$ cat config.mk
export PLATFORM = sky130hd
export DESIGN_NAME = dcs_spi_ctrl
export DESIGN_NICKNAME = d
export VERILOG_FILES = /design/src/hw/dcs_pkg.sv /design/src/hw/dcs_spi_ctrl.sv
export SDC_FILE = /design/constraint.sdc
export NUM_CORES = 1
export LEC_CHECK = 0
export BUFFER_PORTS_ARGS = -buffer_cell sky130_fd_sc_hd__buf_4
export CELL_PAD_IN_SITES_DETAIL_PLACEMENT = 1
export CELL_PAD_IN_SITES_GLOBAL_PLACEMENT = 2
export CORE_MARGIN = 3
export CORE_UTILIZATION = 35
export CTS_BUF_LIST = sky130_fd_sc_hd__clkbuf_4 sky130_fd_sc_hd__clkbuf_8 sky130_fd_sc_hd__clkbuf_16
export DETAILED_ROUTE_END_ITERATION = 6
export HOLD_SLACK_MARGIN = 0.02
export MAX_ROUTING_LAYER = met4
export PLACE_DENSITY = 0.79
export SLEW_MARGIN = 20
export SYNTH_ARGS = -nofsm -noshare
export SYNTH_HDL_FRONTEND = slang
export SYNTH_SLANG_ARGS = --single-unit
$ cat constraint.sdc
create_clock -name clk_i -period 2.2 [get_ports clk_i]
set_input_delay 0.22 -clock clk_i [delete_from_list [all_inputs] [get_ports clk_i]]
set_output_delay 0.22 -clock clk_i [all_outputs]
set_load 0.005 [all_outputs]
$ cat src/hw/dcs_pkg.sv
// Constants and types for the daisy-chained serial control port
package dcs_pkg;

    // ==========================================================
    // Control byte layout
    localparam int unsigned DCS_BCAST_BIT  = 7;
    localparam int unsigned DCS_DIR_BIT    = 6;
    localparam int unsigned DCS_ONE_BIT    = 5;
    localparam int unsigned DCS_ZERO_BIT   = 4;
    localparam int unsigned DCS_CID_W      = 4;
    localparam int unsigned DCS_CHAN_LAST  = 15;

    // ==========================================================
    // Widths and bit positions within a byte
    localparam int unsigned DCS_ADDR_W     = 6;
    localparam int unsigned DCS_DATA_W     = 8;
    localparam logic [2:0]  DCS_BIT_FIRST  = 3'h0;
    localparam logic [2:0]  DCS_BIT_DIR    = 3'h1;
    localparam logic [2:0]  DCS_BIT_ONE    = 3'h2;
    localparam logic [2:0]  DCS_BIT_ZERO   = 3'h3;
    localparam logic [2:0]  DCS_BIT_LAST   = 3'h7;

    // ==========================================================
    // Byte phases of one operation
    typedef enum logic [1:0] {
        DCS_ST_CTRL,
        DCS_ST_ADDR,
        DCS_ST_DATA,
        DCS_ST_DUP
    } dcs_phase_t;

    // Register access toward the device core
    typedef struct packed {
        logic                  wr;
        logic                  rd;
        logic [DCS_ADDR_W-1:0] addr;
        logic [DCS_DATA_W-1:0] wdata;
    } dcs_reg_req_t;

    // Whole state of the serial port
    typedef struct packed {
        logic                  sclk_m;
        logic                  sclk_s;
        logic                  sclk_p;
        logic                  csn_m;
        logic                  csn_s;
        logic                  csn_p;
        logic                  sdi_m;
        logic                  sdi_s;
        dcs_phase_t            st;
        logic [2:0]            cnt;
        logic                  broadcast_flag;
        logic                  rd;
        logic                  fmt_ok;
        logic                  cid_zero;
        logic                  hit;
        logic [DCS_DATA_W-1:0] shift;
        logic [DCS_DATA_W-1:0] rdata;
        logic                  sdo;
        logic                  sdo_oe;
        logic                  thru;
        logic                  wide;
        dcs_reg_req_t          req;
    } dcs_state_t;

    localparam dcs_state_t DCS_STATE_RST = '0;

endpackage

$ cat src/hw/dcs_spi_ctrl.sv
// Serial control port with daisy-chain channel forwarding
`timescale 1ns/1ps
`default_nettype none

module dcs_spi_ctrl (
    input  wire logic                          clk_i,       // 40 MHz core clock
    input  wire logic                          resetn_i,    // Sync reset, low
    input  wire logic                          sclk_i,      // Host serial clock
    input  wire logic                          cs_n_i,      // Chip select, low
    input  wire logic                          sdi_i,       // Serial data in
    output logic                               sdo_o,       // Serial data out
    output logic                               sdo_oe_o,    // Out enable
    output logic                               serial_pass_through_out_o, // To next
    output dcs_pkg::dcs_reg_req_t              reg_req_o,   // Register access
    input  wire logic [dcs_pkg::DCS_DATA_W-1:0] reg_rdata_i, // Read data
    output logic                               wide_mode_o  // 16-bit host seen
);

    // ==========================================================
    // State register and edge detection
    dcs_pkg::dcs_state_t q;
    dcs_pkg::dcs_state_t d;

    logic rise;
    logic fall;
    logic cs_low;
    logic cs_end;
    logic cid_ph;

    // Edges judged on synchronised copies only, never the first stage
    assign rise   = q.sclk_s & ~q.sclk_p;
    assign fall   = ~q.sclk_s & q.sclk_p;
    assign cs_low = ~q.csn_s;
    assign cs_end = q.csn_s & ~q.csn_p;
    // Channel bits sit in the second half of the control byte
    assign cid_ph = (q.st == dcs_pkg::DCS_ST_CTRL) & q.cnt[2];

    // ==========================================================
    // Next-state logic
    always_comb
    begin
        d = q;
        // Two-stage synchronisers for the sclk, cs_n and sdi pins; resetn_i is used directly
        d.sclk_m = sclk_i;
        d.sclk_s = q.sclk_m;
        d.sclk_p = q.sclk_s;
        d.csn_m  = cs_n_i;
        d.csn_s  = q.csn_m;
        d.csn_p  = q.csn_s;
        d.sdi_m  = sdi_i;
        d.sdi_s  = q.sdi_m;
        d.req.wr = 1'b0;
        d.req.rd = 1'b0;

        // Serial borrow: invert while all lower channel bits were zero.
        // Held while the clock is high, since count and borrow step at the rise
        if (!q.sclk_s)
        begin
            d.thru = q.sdi_s ^ (cs_low & cid_ph & q.cid_zero
                                & ~q.broadcast_flag);
        end

        // Read data latched one cycle after the request
        if (q.req.rd)
        begin
            d.rdata = reg_rdata_i;
        end

        if (rise && cs_low)
        begin
            d.cnt = q.cnt + 3'h1;
            case (q.st)
                dcs_pkg::DCS_ST_CTRL:
                begin
                    case (q.cnt)
                        dcs_pkg::DCS_BIT_FIRST:
                        begin
                            d.broadcast_flag = q.sdi_s;
                            d.cid_zero       = 1'b1;
                        end
                        dcs_pkg::DCS_BIT_DIR:  d.rd     = q.sdi_s;
                        dcs_pkg::DCS_BIT_ONE:  d.fmt_ok = q.sdi_s;
                        dcs_pkg::DCS_BIT_ZERO: d.fmt_ok = q.fmt_ok & ~q.sdi_s;
                        default:
                        begin
                            // Any one bit in the field means not channel 0
                            if (q.sdi_s)
                            begin
                                d.cid_zero = 1'b0;
                            end
                        end
                    endcase
                    if (q.cnt == dcs_pkg::DCS_BIT_LAST)
                    begin
                        d.st  = dcs_pkg::DCS_ST_ADDR;
                        // Broadcast reads are refused to avoid output contention
                        d.hit = q.fmt_ok & (q.broadcast_flag ? ~q.rd
                                : (q.cid_zero & ~q.sdi_s));
                    end
                end
                dcs_pkg::DCS_ST_ADDR:
                begin
                    // Upper two address bits fall off the end
                    d.req.addr = {q.req.addr[dcs_pkg::DCS_ADDR_W-2:0],
                                  q.sdi_s};
                    if (q.cnt == dcs_pkg::DCS_BIT_LAST)
                    begin
                        d.st     = dcs_pkg::DCS_ST_DATA;
                        d.req.rd = q.hit & q.rd;
                    end
                end
                dcs_pkg::DCS_ST_DATA:
                begin
                    if (!q.rd)
                    begin
                        d.shift = {q.shift[dcs_pkg::DCS_DATA_W-2:0],
                                   q.sdi_s};
                    end
                    if (q.cnt == dcs_pkg::DCS_BIT_LAST)
                    begin
                        d.st        = dcs_pkg::DCS_ST_DUP;
                        d.req.wr    = q.hit & ~q.rd;
                        // Read data bytes leave the write word untouched
                        if (!q.rd)
                        begin
                            d.req.wdata = {q.shift[dcs_pkg::DCS_DATA_W-2:0],
                                           q.sdi_s};
                        end
                    end
                end
                dcs_pkg::DCS_ST_DUP:
                begin
                    // Clocks here mean a 16-bit host; input is dropped
                    d.wide = 1'b1;
                    if (q.cnt == dcs_pkg::DCS_BIT_LAST)
                    begin
                        d.st  = dcs_pkg::DCS_ST_CTRL;
                        d.hit = 1'b0;
                    end
                end
                default:
                begin
                    d.st = dcs_pkg::DCS_ST_CTRL;
                end
            endcase
        end

        // Select released: a byte boundary keeps progress, else restart
        if (cs_end)
        begin
            if (q.cnt != 3'h0)
            begin
                d.st  = dcs_pkg::DCS_ST_CTRL;
                d.cnt = 3'h0;
                d.hit = 1'b0;
            end
            else if (q.st == dcs_pkg::DCS_ST_DUP)
            begin
                // Single data byte ends the 8-bit operation
                d.st   = dcs_pkg::DCS_ST_CTRL;
                d.hit  = 1'b0;
                d.wide = 1'b0;
            end
        end

        // Output shifts on falling clock, same byte twice in 16-bit mode
        if (fall)
        begin
            d.sdo = q.rdata[3'h7 - q.cnt];
        end

        // Only the addressed read target drives, and only in data bytes
        d.sdo_oe = cs_low & q.hit & q.rd
                   & ((q.st == dcs_pkg::DCS_ST_DATA)
                   | (q.st == dcs_pkg::DCS_ST_DUP));
    end

    // ==========================================================
    // State register
    always_ff @(posedge clk_i)
    begin
        if (!resetn_i)
        begin
            q <= dcs_pkg::DCS_STATE_RST;
        end
        else
        begin
            q <= d;
        end
    end

    // ==========================================================
    // Outputs
    assign sdo_o                     = q.sdo;
    assign sdo_oe_o                  = q.sdo_oe;
    assign serial_pass_through_out_o = q.thru;
    assign reg_req_o                 = q.req;
    assign wide_mode_o               = q.wide;
endmodule

`default_nettype wire

== Word level (Yosys, flattened, before mapping) ==
Cells that the tools add are included.

* Bits in registers: 54
* Input bits: 13
* Word-level logic and storage cells: 115

* Add/sub/neg operators: 2
* $lt $le $gt $ge: 1
* Equality and inequality tests: 7
* Multiplexer cells: 39
* Bitwise operators: 25
* Reduce and logical (&&, ||, !) cells: 16

{| class="wikitable"
|+ Operators with widths
! kind !! number
|-
| 2-to-1 mux 8 bit || 5
|-
| 2-to-1 mux 18 bit || 1
|-
| 2-to-1 mux 1 bit || 17
|-
| 2-to-1 mux 17 bit || 1
|-
| AND reduction 4 bit || 4
|-
| AND 1 bit || 15
|-
| 2-to-1 mux 2 bit || 6
|-
| AND reduction 3 bit || 4
|-
| inverter 1 bit || 8
|-
| case mux 2 bit (4 select lines) || 1
|-
| 2-to-1 mux 7 bit || 1
|-
| equality test 3 x 2 -> 1 bit (second input constant) || 2
|-
| case mux 1 bit (2 select lines) || 3
|-
| 2-to-1 mux 5 bit || 1
|-
| equality test 2 bit (second input constant) || 2
|-
| < comparator 3 x 4 -> 1 bit (second input constant) || 1
|-
| 2-to-1 mux 4 bit || 1
|-
| nonzero test 2 bit || 2
|-
| adder 3 x 1 -> 3 bit (second input constant) || 1
|-
| binary-select mux 1 bit (select 3 bit) || 1
|-
| equality test 3 x 1 -> 1 bit (second input constant) || 1
|-
| equality test 3 bit (second input constant) || 1
|-
| zero test 3 bit || 1
|-
| 2-to-1 mux 3 bit || 1
|-
| other kinds (9) || 9
|}

== Longest topological paths before layout ==
Gate-level depths: netlist (run 1).

* Depth after elaboration: 10
* Depth in mapped cells: 7
* Gate-level depth less buffers: 6

== Least setup slack after synthesis (run 1) ==
Ideal clock, no wire load.

* Kind: reg2reg
* Start point: register q (netlist bit d[48])
* End point: register q (netlist bit reg_req_o[0])
* Setup time: 0.128 ns
* Arrival: 1.536 ns
* Path slack: 0.537 ns
* Cell stages (with the launch flop): 5
* Period minus slack after synthesis: 1.663 ns
* Path through: dfxtp_1 or3b_4 nor4_4 mux2i_1 nor2_1

* Cells in the longest elaborated chain, start to end: 3

{| class="wikitable"
|+ RTL lines
! item !! line !! text
|-
| start, declared || dcs_spi_ctrl.sv:21 || <nowiki>dcs_pkg::dcs_state_t q;</nowiki>
|-
| start signal, assigned || dcs_spi_ctrl.sv:184 || <nowiki>q <= dcs_pkg::DCS_STATE_RST;</nowiki>
|-
| inverter 1 bit || dcs_spi_ctrl.sv:33 || <nowiki>assign cs_low = ~q.csn_s;</nowiki>
|-
| logical AND 1 bit || dcs_spi_ctrl.sv:69 || <nowiki>if (rise && cs_low)</nowiki>
|-
| AND reduction 4 bit (no line) || - ||
|}

Every way passes these cells.
A chain may end at the register's enable or synchronous reset.

== Worst setup path after layout (run 1) ==
* Start point: register q (netlist bit d[48])
* End point: register q[34] in the netlist's numbering

* Cells in the longest elaborated chain, start to end: 3

{| class="wikitable"
|+ RTL lines
! item !! line
|-
| inverter 1 bit || dcs_spi_ctrl.sv:33
|-
| logical AND 1 bit || dcs_spi_ctrl.sv:69
|-
| AND reduction 3 bit (no line) || -
|}

Every way passes these cells.

==> metrics.md, run 1 <==
| Metric | Value |
|---|---|
| Delay-heaviest family, CP | `simple AND/OR/NAND/NOR gates` |
| Global-route wire length before repair | `just over 8000 µm` |
| Status | `completed` |
| Vias in the first global route | `around 1700` |
| Worst setup SP type | `flip-flop` |
| Synth warn | `0` |
| Avg Cell Area, Syn | `around 9.5 µm²` |
| Slew HR | `~61%` |
| Core ar. | `between 0.006 and 0.007 mm²` |
| Gr usage total | `14.04%` |
| Max stage delay cell, worst path | `or3_2` |
| RSZ-0062 raised after global routing | `no` |
| Synth top area share | `roughly 45%` |
| Least-Margin Pin Slew | `~0.6 ns` |
| CTS tree | `done` |
| Clock Root Buffer | `clkbuf_8` |
| Setup tns final | `0 ns` |
| Seq cells post-synth | `53` |
| Detail Route Antenna Nets | `0` |
| Die Y | `~88 µm` |
| Area growth, synth to finish | `13.22%` |
| Reg clk slew, reported paths | `approximately 0.1 ns` |
| Clk_skew | `~0.0083 ns` |
| Placed instance area | `~0.0026 mm²` |
| Sequential area share after synthesis | `between 40% and 50%` |
| Post-synth EDFFs | `0` |
| Endpoints failing setup | `0` |
| Ys async rst share | `0%` |
| Hold WC Path Type | `in -> reg` |
| Number of CTS-inserted buffers | `5` |
| Ant. Diodes | `0` |
| Fin nets | `approximately 290` |
| Critical Path End Type | `flip-flop` |
| Initial DRC count | `68` |
| CTS Hold Buffers Added | `0` |
| Synthesized area | `about 0.0024 mm²` |
| Power per cell area | `~600 mW/mm²` |
| Crit path cell chain | `or3b_4 -> or3_2 -> mux2i_1 -> nor2_1` |
| Die area | `a little under 0.008 mm²` |
| Mapped Cells | `between 200 and 250` |
| Sink Count | `53` |
| CP required | `2.40 ns` |
| Final WL | `approximately 4800 µm` |
| Commonest cells after routing, fill and taps aside | `53 x dfxtp_1, 41 x nor2_1, 38 x buf_4` |
| Synth cell types | `38` |
| H-tree depth | `2` |
| # DRC | `0` |
| Largest area contributor in the netlist | `dfxtp_1` |
| Via Count | `approximately 1700` |
| Fin. Hold Viols | `0` |
| Tcrit/Tclk final | `81.07%` |
| Cts repair resizes | `0` |
| FP Rows | `29` |
| Dpl hpwl | `about 3500 µm` |
| CP arrival | `between 1.5 and 2 ns` |
| Routed length per instance | `~14 µm` |
| Lkg Pwr | `between 1 and 1.5 nW` |
| Largest net degree at the start of global routing | `23` |
| Number of port buffers | `32` |
| Commonest non-fill, non-tap cell in the layout | `dfxtp_1` |
| Crit path kind | `reg -> reg` |
| Ranking of synthesized cells by area | `dfxtp_1 45%, mux2i_1 15%, nor2_1 6.5%` |
| # Post-CTS Setup Buffers | `0` |
| Total power | `roughly 1.6 mW` |
| Fin util | `a little over 40%` |
| Overflow after GRT | `0` |
| Routability Congestion | `0.7884` |
| Critical path peak fanout | `8` |
| Initial Util | `a little over a third` |
| I/O pin count | `33` |
| Layout cells sized above 1 | `19.40%` |
| CP Buf/Inv Count | `0` |
| Slew Limit Fails | `0` |
| Post-route minimum period | `1.784 ns` |
| Max Fclk | `approximately 560 MHz` |
| Drt first pass iters | `4` |
| Vias per inst | `4.875` |
| Die Wd | `~88 µm` |
| Post-synth top flop | `dfxtp_1` |
| Peak supply drop | `about 0.23 mV` |
| Slowest stage delay, CP | `just under 0.6 ns` |
| Worst-Skew Late Latency | `just over 0.3 ns` |
| Non-filler cells, final | `~350` |
| Max Root-Sink Buffers | `2` |
| Max cap viols | `0` |
| Initial antenna violation count | `0` |
| Syn nets | `273` |
| Finished layout cell area | `between 0.002 and 0.003 mm²` |
| Placed cell count | `around 340` |
-- state kept, by name, indices dropped and copies added (netlist names) --
signal,count
d,5
wide_mode_o,1
serial_pass_through_out_o,1
reg_req_o,16
sdo_oe_o,1
sdo_o,1
q,28
-- cell families (layout without fill, tap and decap cells) --
| family | count (synthesis) | after routing | synth area share, % |
|---|---|---|---|
| fa+ha+maj | 12 | 12 | 6.346 |
| buf+inv | 35 | 55 | 8.144 |
| mux | 36 | 36 | 15.76 |
| simple gates | 88 | 88 | 18.93 |
| flops | 53 | 53 | 44.84 |
| xor+xnor | 1 | 1 | 0.3702 |
| compound gates | 23 | 23 | 5.606 |
-- worst paths after layout --
kind	start	end	slack (ns)	cells after the start
max	d[48]$_SDFF_PN0_	q[34]$_SDFFE_PN0P_	0.42	4
min	sdi_i	d[46]$_SDFF_PN0_	0.12	2
max reg2reg	d[48]$_SDFF_PN0_	q[34]$_SDFFE_PN0P_	0.42	4
min reg2reg	d[49]$_SDFF_PN0_	d[48]$_SDFF_PN0_	0.44	1
-- power by group --
part	switching (mW)	internal, mW
sequential	0.0106	0.969
clock	0.329	0.227
combinational	0.0420	0.0378
-- stage by stage --
stage / hold slack [ns] / setup WS (ns)
after floorplan: 0.3473 / 0.5367
after CTS: 0.1110 / 0.3778
after global placement: 0.4145 / 0.4165
final: 0.1179 / 0.4164
after global routing: 0.1099 / 0.3101
after detailed placement: 0.4215 / 0.3948
-- cells in the mapped netlist (2+ instances only) --
| cell type | n |
|---|---|
| dfxtp_1 | 53 |
| nor2_1 | 41 |
| mux2i_1 | 35 |
| buf_4 | 16 |
| nand2_1 | 13 |
| ha_1 | 12 |
| a21oi_1 | 9 |
| clkbuf_1 | 9 |
| inv_1 | 8 |
| o21ai_0 | 8 |
| and2_1 | 7 |
| nor3_1 | 5 |
| nand3_1 | 3 |
| nand2b_1 | 2 |
| nand3b_1 | 2 |
| nand4_1 | 2 |
| nor2b_1 | 2 |
-- area by class of cell --
cell class	count	area [µm²]
Clock buffer	5	68.82
Clock inverter	3	21.27
Fill cell	736	3780
Inverter	9	33.78
Multi-Input combinational cell	160	1112
Sequential cell	53	1061
Tap cell	77	96.34
Timing Repair Buffer	38	285.3
-- worst reg2reg max path: stages (launching register included) --
cell,delay (ns)
dfxtp_1,0.39
or3b_4,0.45
or3_2,0.58
mux2i_1,0.20
nor2_1,0.06
-- per-layer routing --
metal  part of all wire, %  track usage [%]  up-vias
li1                      -                -      859
met1                    50            17.90      793
met2                    46            22.43       23
met3                   3.0            2.700        7
met4                   1.5            4.533        0
met5                     0                -        -
Note: power is estimated with default switching activity, not from simulation.
==> inputs of run 2 (changes only) <==
clock period = 1.9 ns   (was 2.2 ns; I/O delays follow)
==> run 2 against run 1 <==
  * Die area unchanged
  * Final cell count increased by 1.2%
  * Sequential power increased by 15%
  * Fmax about the same
  * Global-route usage increased by 0.54 points
  * Combinational power increased by 27%
  * Wire length increased by 1.7%
  * Critical path type unchanged
==> metrics.md, run 2 (synthesis gave the netlist of run 1 again) <==
| Metric | Value |
|---|---|
| Status | `completed` |
| Initial DRC count | `46 (-32%)` |
| Reg clk slew, reported paths | `0.10 ns (about the same)` |
| Gr usage total | `14.58% (+0.54 points)` |
| Power per cell area | `737.0 mW/mm² (+22%)` |
| Routability Congestion | `0.7840 (-0.56%)` |
| Logic gate share of total power | `5.0% (about the same)` |
| Max FFs per register | `28 (unchanged)` |
| Area growth, synth to finish | `15.44%` |
| Via Count | `1735 (+3.2%)` |
| H-tree depth | `2 (unchanged)` |
| Initial antenna violation count | `0 (unchanged)` |
| CTS Hold Buffers Added | `0 (unchanged)` |
| Overflow after GRT | `0 (unchanged)` |
| CP arrival | `1.99 ns (about the same)` |
| CTS tree | `done` |
| Psw | `0.4470 mW (+17%)` |
| Post-route minimum period | `1.784 ns (+0.0004470 ns)` |
| RSZ-0062 raised after global routing | `no` |
| Critical path peak fanout | `8 (unchanged)` |
| Commonest cells after routing, fill and taps aside | `53 x dfxtp_1, 42 x buf_4, 41 x nor2_1` |
| Non-filler cells, final | `349 (+1.2%)` |
| Max cap viols | `0 (unchanged)` |
| Max Root-Sink Buffers | `2 (unchanged)` |
| Fin util | `42.29% (+0.81 points)` |
| Slew HR | `62.19% (+1.3 points)` |
| Lkg Pwr | `1.132 nW (+3.0%)` |
| Number of port buffers | `32 (unchanged)` |
| Tcrit/Tclk final | `93.90% (+13 points)` |
| Cts repair resizes | `0 (unchanged)` |
| Sequential share of power | `56.3% (-4.4 points)` |
| # DRC | `0 (unchanged)` |
| Fin nets | `296 (+1.4%)` |
| Fin. Hold Viols | `0 (unchanged)` |
| Sink Count | `53 (unchanged)` |
| FP Rows | `29 (unchanged)` |
| Routed length per instance | `14.03 µm (+0.58%)` |
| Detail Route Antenna Nets | `0 (unchanged)` |
| Die Y | `88.22 µm (unchanged)` |
| Die Wd | `88.22 µm (unchanged)` |
| Endpoints failing setup | `0 (unchanged)` |
| Layout cells sized above 1 | `20.59% (+1.2 points)` |
| Largest register by flop count | `q` |
| Pre-CTS WS | `0.1095 ns (-0.2853 ns)` |
| Least-Margin Pin Slew | `0.5663 ns (-0.01960 ns)` |
| Setup tns final | `0 ns (unchanged)` |
| Peak supply drop | `0.2776 mV (+18%)` |
| Clk_skew | `0.006663 ns (-0.001618 ns)` |
| Hold WC Path Type | `in -> reg` |
| Max Fclk | `560.5 MHz (about the same)` |
| Ant. Diodes | `0 (unchanged)` |
| Die area | `0.007783 mm² (unchanged)` |
| Initial Util | `36.63% (unchanged)` |
| Crit path kind | `reg -> reg` |
| Total power | `2.013 mW (+25%)` |
| Dpl hpwl | `3625 µm (+3.2%)` |
| Worst setup SP type | `flip-flop` |
| Number of CTS-inserted buffers | `5 (unchanged)` |
| Pint | `1.566 mW (+27%)` |
| Global-route wire length before repair | `8687 µm (+4.6%)` |
| I/O pin count | `33 (unchanged)` |
| Slew Limit Fails | `0 (unchanged)` |
| Placed cell count | `341 (+1.2%)` |
| Critical Path End Type | `flip-flop` |
| Worst reg-to-reg setup slack | `0.12 ns (-0.30 ns)` |
| Commonest non-fill, non-tap cell in the layout | `dfxtp_1` |
| Largest net degree at the start of global routing | `32 (+39%)` |
| Core ar. | `0.006459 mm² (unchanged)` |
| Vias in the first global route | `1831 (+4.9%)` |
| Worst-Skew Late Latency | `0.31 ns (about the same)` |
| CP required | `2.10 ns (-0.30 ns)` |
| Clock power share | `38.7% (+4.3 points)` |
| Vias per inst | `4.971 (+2.0%)` |
| # Post-CTS Setup Buffers | `0 (unchanged)` |
| Clock Root Buffer | `clkbuf_8` |
| Final WL | `4896 µm (+1.7%)` |
| Drt first pass iters | `4 (unchanged)` |
| Sw Ratio | `22.20% (-1.4 points)` |
| Setup ws final | `0.1159 ns (-0.3004 ns)` |
run 2: cell types whose count changed in the layout (fill, tap and decap cells not counted), sizes merged:
cell | before | now
clkinvlp | 1 | 0
buf | 38 | 42
bufinv | 0 | 1
run 2: critical path, cell delays in order (launching register included):
cell     delay (ns)
dfxtp_1        0.35
inv_1          0.14
ha_1           0.23
inv_1          0.10
or3_2          0.60
mux2i_1        0.20
nor2_1         0.05
run 2: routing by layer:
metal  routed length [µm]  GRT usage, %  up-vias
li1                     -             -      864
met1                 2242         18.12      838
met2                 2450         24.00       27
met3                  145         2.793        6
met4                   57         4.396        0
met5                    0             -        -
run 2: path summary, 6_finish.rpt:
kind / to / depth (start not counted) / from
setup / recovery: q[32]$_SDFFE_PN0P_ / 6 / q[44]$_SDFF_PN0_
hold / removal: d[52]$_SDFF_PN0_ / 2 / sclk_i
setup reg to reg: q[32]$_SDFFE_PN0P_ / 6 / q[44]$_SDFF_PN0_
hold reg to reg: d[51]$_SDFF_PN0_ / 1 / d[52]$_SDFF_PN0_
run 2: layout make-up:
class / count / area, µm²
flip-flops and latches: 53 / 1061
well taps: 77 / 96.34
fillers: 765 / 3727
inverters: 9 / 33.78
clock inverters: 3 / 43.79
clock buffers: 5 / 68.82
multi-input cells: 160 / 1112
repair buffers: 42 / 315.3
run 2: stage by stage:
stage	cell area, µm²	hold WS, ns
global route	2731	0.06912
detailed placement	2619	0.4036
finish	2731	0.08170
floorplan	2366	0.3173
CTS	2731	0.06887
global placement	2619	0.3983
run 2: power by group through the flow:
stage | logic (mW) | clock network, mW | registers [mW]
2_1_floorplan | 0.0560 | 0 | 1.15
3_3_place_gp | 0.103 | 0 | 1.16
3_5_place_dp | 0.104 | 0 | 1.16
4_1_cts | 0.104 | 0.819 | 1.13
5_1_grt | 0.116 | 0.851 | 1.14
6_report | 0.101 | 0.779 | 1.13
==> inputs of run 3 (changes only) <==
CORE_UTILIZATION = 25   (was 35)
HOLD_SLACK_MARGIN = 0.1   (was 0.02)
PLACE_DENSITY = 0.6   (was 0.79)
==> run 3 against run 2 <==
  * Fmax rose by 1.3%
  * Setup slack improved by 0.023 ns
  * Non-clock buffer count increased by 5
  * Highest routed layer unchanged
==> metrics.md, run 3 (synthesis gave the netlist of run 1 again) <==
| Metric | Value |
|---|---|
| Status | `completed` |
| Worst reg-to-reg setup slack | `0.14 ns (+0.02 ns)` |
| Commonest cells after routing, fill and taps aside | `53 x dfxtp_1, 44 x buf_4, 41 x nor2_1` |
| Clk_skew | `0.01006 ns (+0.003397 ns)` |
| Lkg Pwr | `1.140 nW (+0.74%)` |
| Via Count | `1743 (+0.46%)` |
| RR Endpoint | `q[28]$_SDFFE_PN0P_` |
| Worst setup SP type | `flip-flop` |
| Ant. Diodes | `0 (unchanged)` |
| Die Wd | `103.3 µm (+17%)` |
| Final WL | `5480 µm (+12%)` |
| Critical path capture point | `q[28]$_SDFFE_PN0P_` |
| FF-to-FF Start | `q[44]$_SDFF_PN0_` |
| Endpoints failing setup | `0 (unchanged)` |
| CP required | `2.10 ns (about the same)` |
| Commonest non-fill, non-tap cell in the layout | `dfxtp_1` |
| Global-route wire length before repair | `8797 µm (+1.3%)` |
| Initial Util | `26.36% (-10 points)` |
| Register area | `0.001061 mm² (unchanged)` |
| Layout cells sized above 1 | `20.94% (+0.35 points)` |
| Max Root-Sink Buffers | `2 (unchanged)` |
| Power per cell area | `682.3 mW/mm² (-7.4%)` |
| Tcrit/Tclk final | `92.70% (-1.2 points)` |
| Core ar. | `0.008976 mm² (+39%)` |
| Multi-input gate area | `0.001112 mm² (unchanged)` |
| CTS tree | `done` |
| Die Y | `103.3 µm (+17%)` |
| Fin. Hold Viols | `0 (unchanged)` |
| Setup tns final | `0 ns (unchanged)` |
| Number of port buffers | `32 (unchanged)` |
| Die area | `0.01067 mm² (+37%)` |
| Slew HR | `59.73% (-2.5 points)` |
| Vias per inst | `4.325 (-13%)` |
| # Post-CTS Setup Buffers | `0 (unchanged)` |
| Placed instance area | `0.002695 mm² (+2.9%)` |
| Critical Path End Type | `flip-flop` |
| Area growth, synth to finish | `19.04%` |
| Initial DRC count | `49 (+6.5%)` |
| Reg clk slew, reported paths | `0.10 ns (about the same)` |
| Crit path from | `q[44]$_SDFF_PN0_` |
| Routability Congestion | `0.7437 (-5.1%)` |
| Post-route minimum period | `1.761 ns (-0.02275 ns)` |
| Pre-CTS WS | `0.1417 ns (+0.03218 ns)` |
| Max Fclk | `567.7 MHz (+1.3%)` |
| Max FFs per register | `28 (unchanged)` |
| Gr usage total | `11.07% (-3.5 points)` |
| Clock Root Buffer | `clkbuf_8` |
| Setup ws final | `0.1387 ns (+0.02275 ns)` |
| Vias in the first global route | `1711 (-6.6%)` |
| Hold WC Path Type | `in -> reg` |
| Finished layout cell area | `0.002816 mm² (+3.1%)` |
| Sink Count | `53 (unchanged)` |
| Max cap viols | `0 (unchanged)` |
| Crit path kind | `reg -> reg` |
| Depth of the worst register-to-register path | `6 (unchanged)` |
| Critical path peak fanout | `8 (unchanged)` |
| Overflow after GRT | `0 (unchanged)` |
| Drt first pass iters | `4 (unchanged)` |
| Fin nets | `301 (+1.7%)` |
| Peak supply drop | `0.2621 mV (-5.6%)` |
| Placed cell count | `392 (+15%)` |
| Slew Limit Fails | `0 (unchanged)` |
| H-tree depth | `2 (unchanged)` |
| Dpl hpwl | `3924 µm (+8.2%)` |
| Total power | `1.922 mW (-4.5%)` |
| Largest register by flop count | `q` |
| CP arrival | `1.96 ns (-0.03 ns)` |
| # DRC | `0 (unchanged)` |
| Least-Margin Pin Slew | `0.6033 ns (+0.03694 ns)` |
| Number of CTS-inserted buffers | `5 (unchanged)` |
| Non-filler cells, final | `403 (+15%)` |
| Min Hold Slack | `0.1153 ns (+0.03358 ns)` |
| RSZ-0062 raised after global routing | `no` |
| I/O pin count | `33 (unchanged)` |
| Detail Route Antenna Nets | `0 (unchanged)` |
| Number of fill cells | `1048 (+37%)` |
| FP Rows | `34 (+17%)` |
| Largest net degree at the start of global routing | `23 (-28%)` |
| Initial antenna violation count | `0 (unchanged)` |
| Worst-Skew Late Latency | `0.31 ns (about the same)` |
| Routed length per instance | `13.60 µm (-3.1%)` |
| Fin util | `31.38% (-11 points)` |
[run 3: changes by cell type in the layout (fill, tap and decap cells not counted)]
cell           delta
bufinv_16         -1
buf_4             +2
clkbuf_4          +2
clkinvlp_4        +1
inv_6             -1
dlygate4sd3_1     +3
clkinv_2          -1
[run 3: how the worst min path moves through the flow]
stage / end / slack (ns) / cells after the start / from
finish: q[27]$_SDFFE_PN0P_ / 0.12 / 3 / reg_rdata_i[7]
global route: q[24]$_SDFFE_PN0P_ / 0.11 / 3 / reg_rdata_i[4]
CTS: q[20]$_SDFFE_PN0P_ / 0.11 / 3 / reg_rdata_i[0]
detailed placement: d[49]$_SDFF_PN0_ / 0.40 / 2 / cs_n_i
global placement: d[46]$_SDFF_PN0_ / 0.40 / 2 / sdi_i
floorplan: d[46]$_SDFF_PN0_ / 0.32 / 1 / sdi_i
[run 3: layout make-up]
cell class,count,share of cell area [%]
multi-input combinational,160,39.49
sequential,53,37.67
timing repair buffer,47,12.79
tap,126,5.598
clock buffer,7,2.976
inverter,9,1.199
clock inverter,1,0.2665
[run 3: report_power, final]
group          total [mW]  leakage, nW  switching [mW]  internal [mW]
Combinational       0.108        0.667          0.0544         0.0538
Clock               0.679       0.0453           0.388          0.291
Sequential           1.13        0.429          0.0121           1.12
[run 3: layer usage]
| layer | track usage [%] | share of wire (%) |
|---|---|---|
| met5 | - | 0 |
| met1 | 13.74 | 49 |
| met4 | 3.187 | 0.15 |
| met3 | 3.018 | 3.2 |
| met2 | 17.66 | 48 |
[run 3: worst max-delay path, cell delays in order (launching register included)]
cell	delay, ns
dfxtp_1	0.35
inv_1	0.14
ha_1	0.22
inv_1	0.09
or3_2	0.61
mux2i_1	0.19
nor2_1	0.05
[run 3: timing repair]
action | CTS | global route
hold buffers | 3 | 0
endpoints found under the setup margin | 0 | 0
hold endpoints to repair | 3 | 0
gates resized for setup | 0 | 0
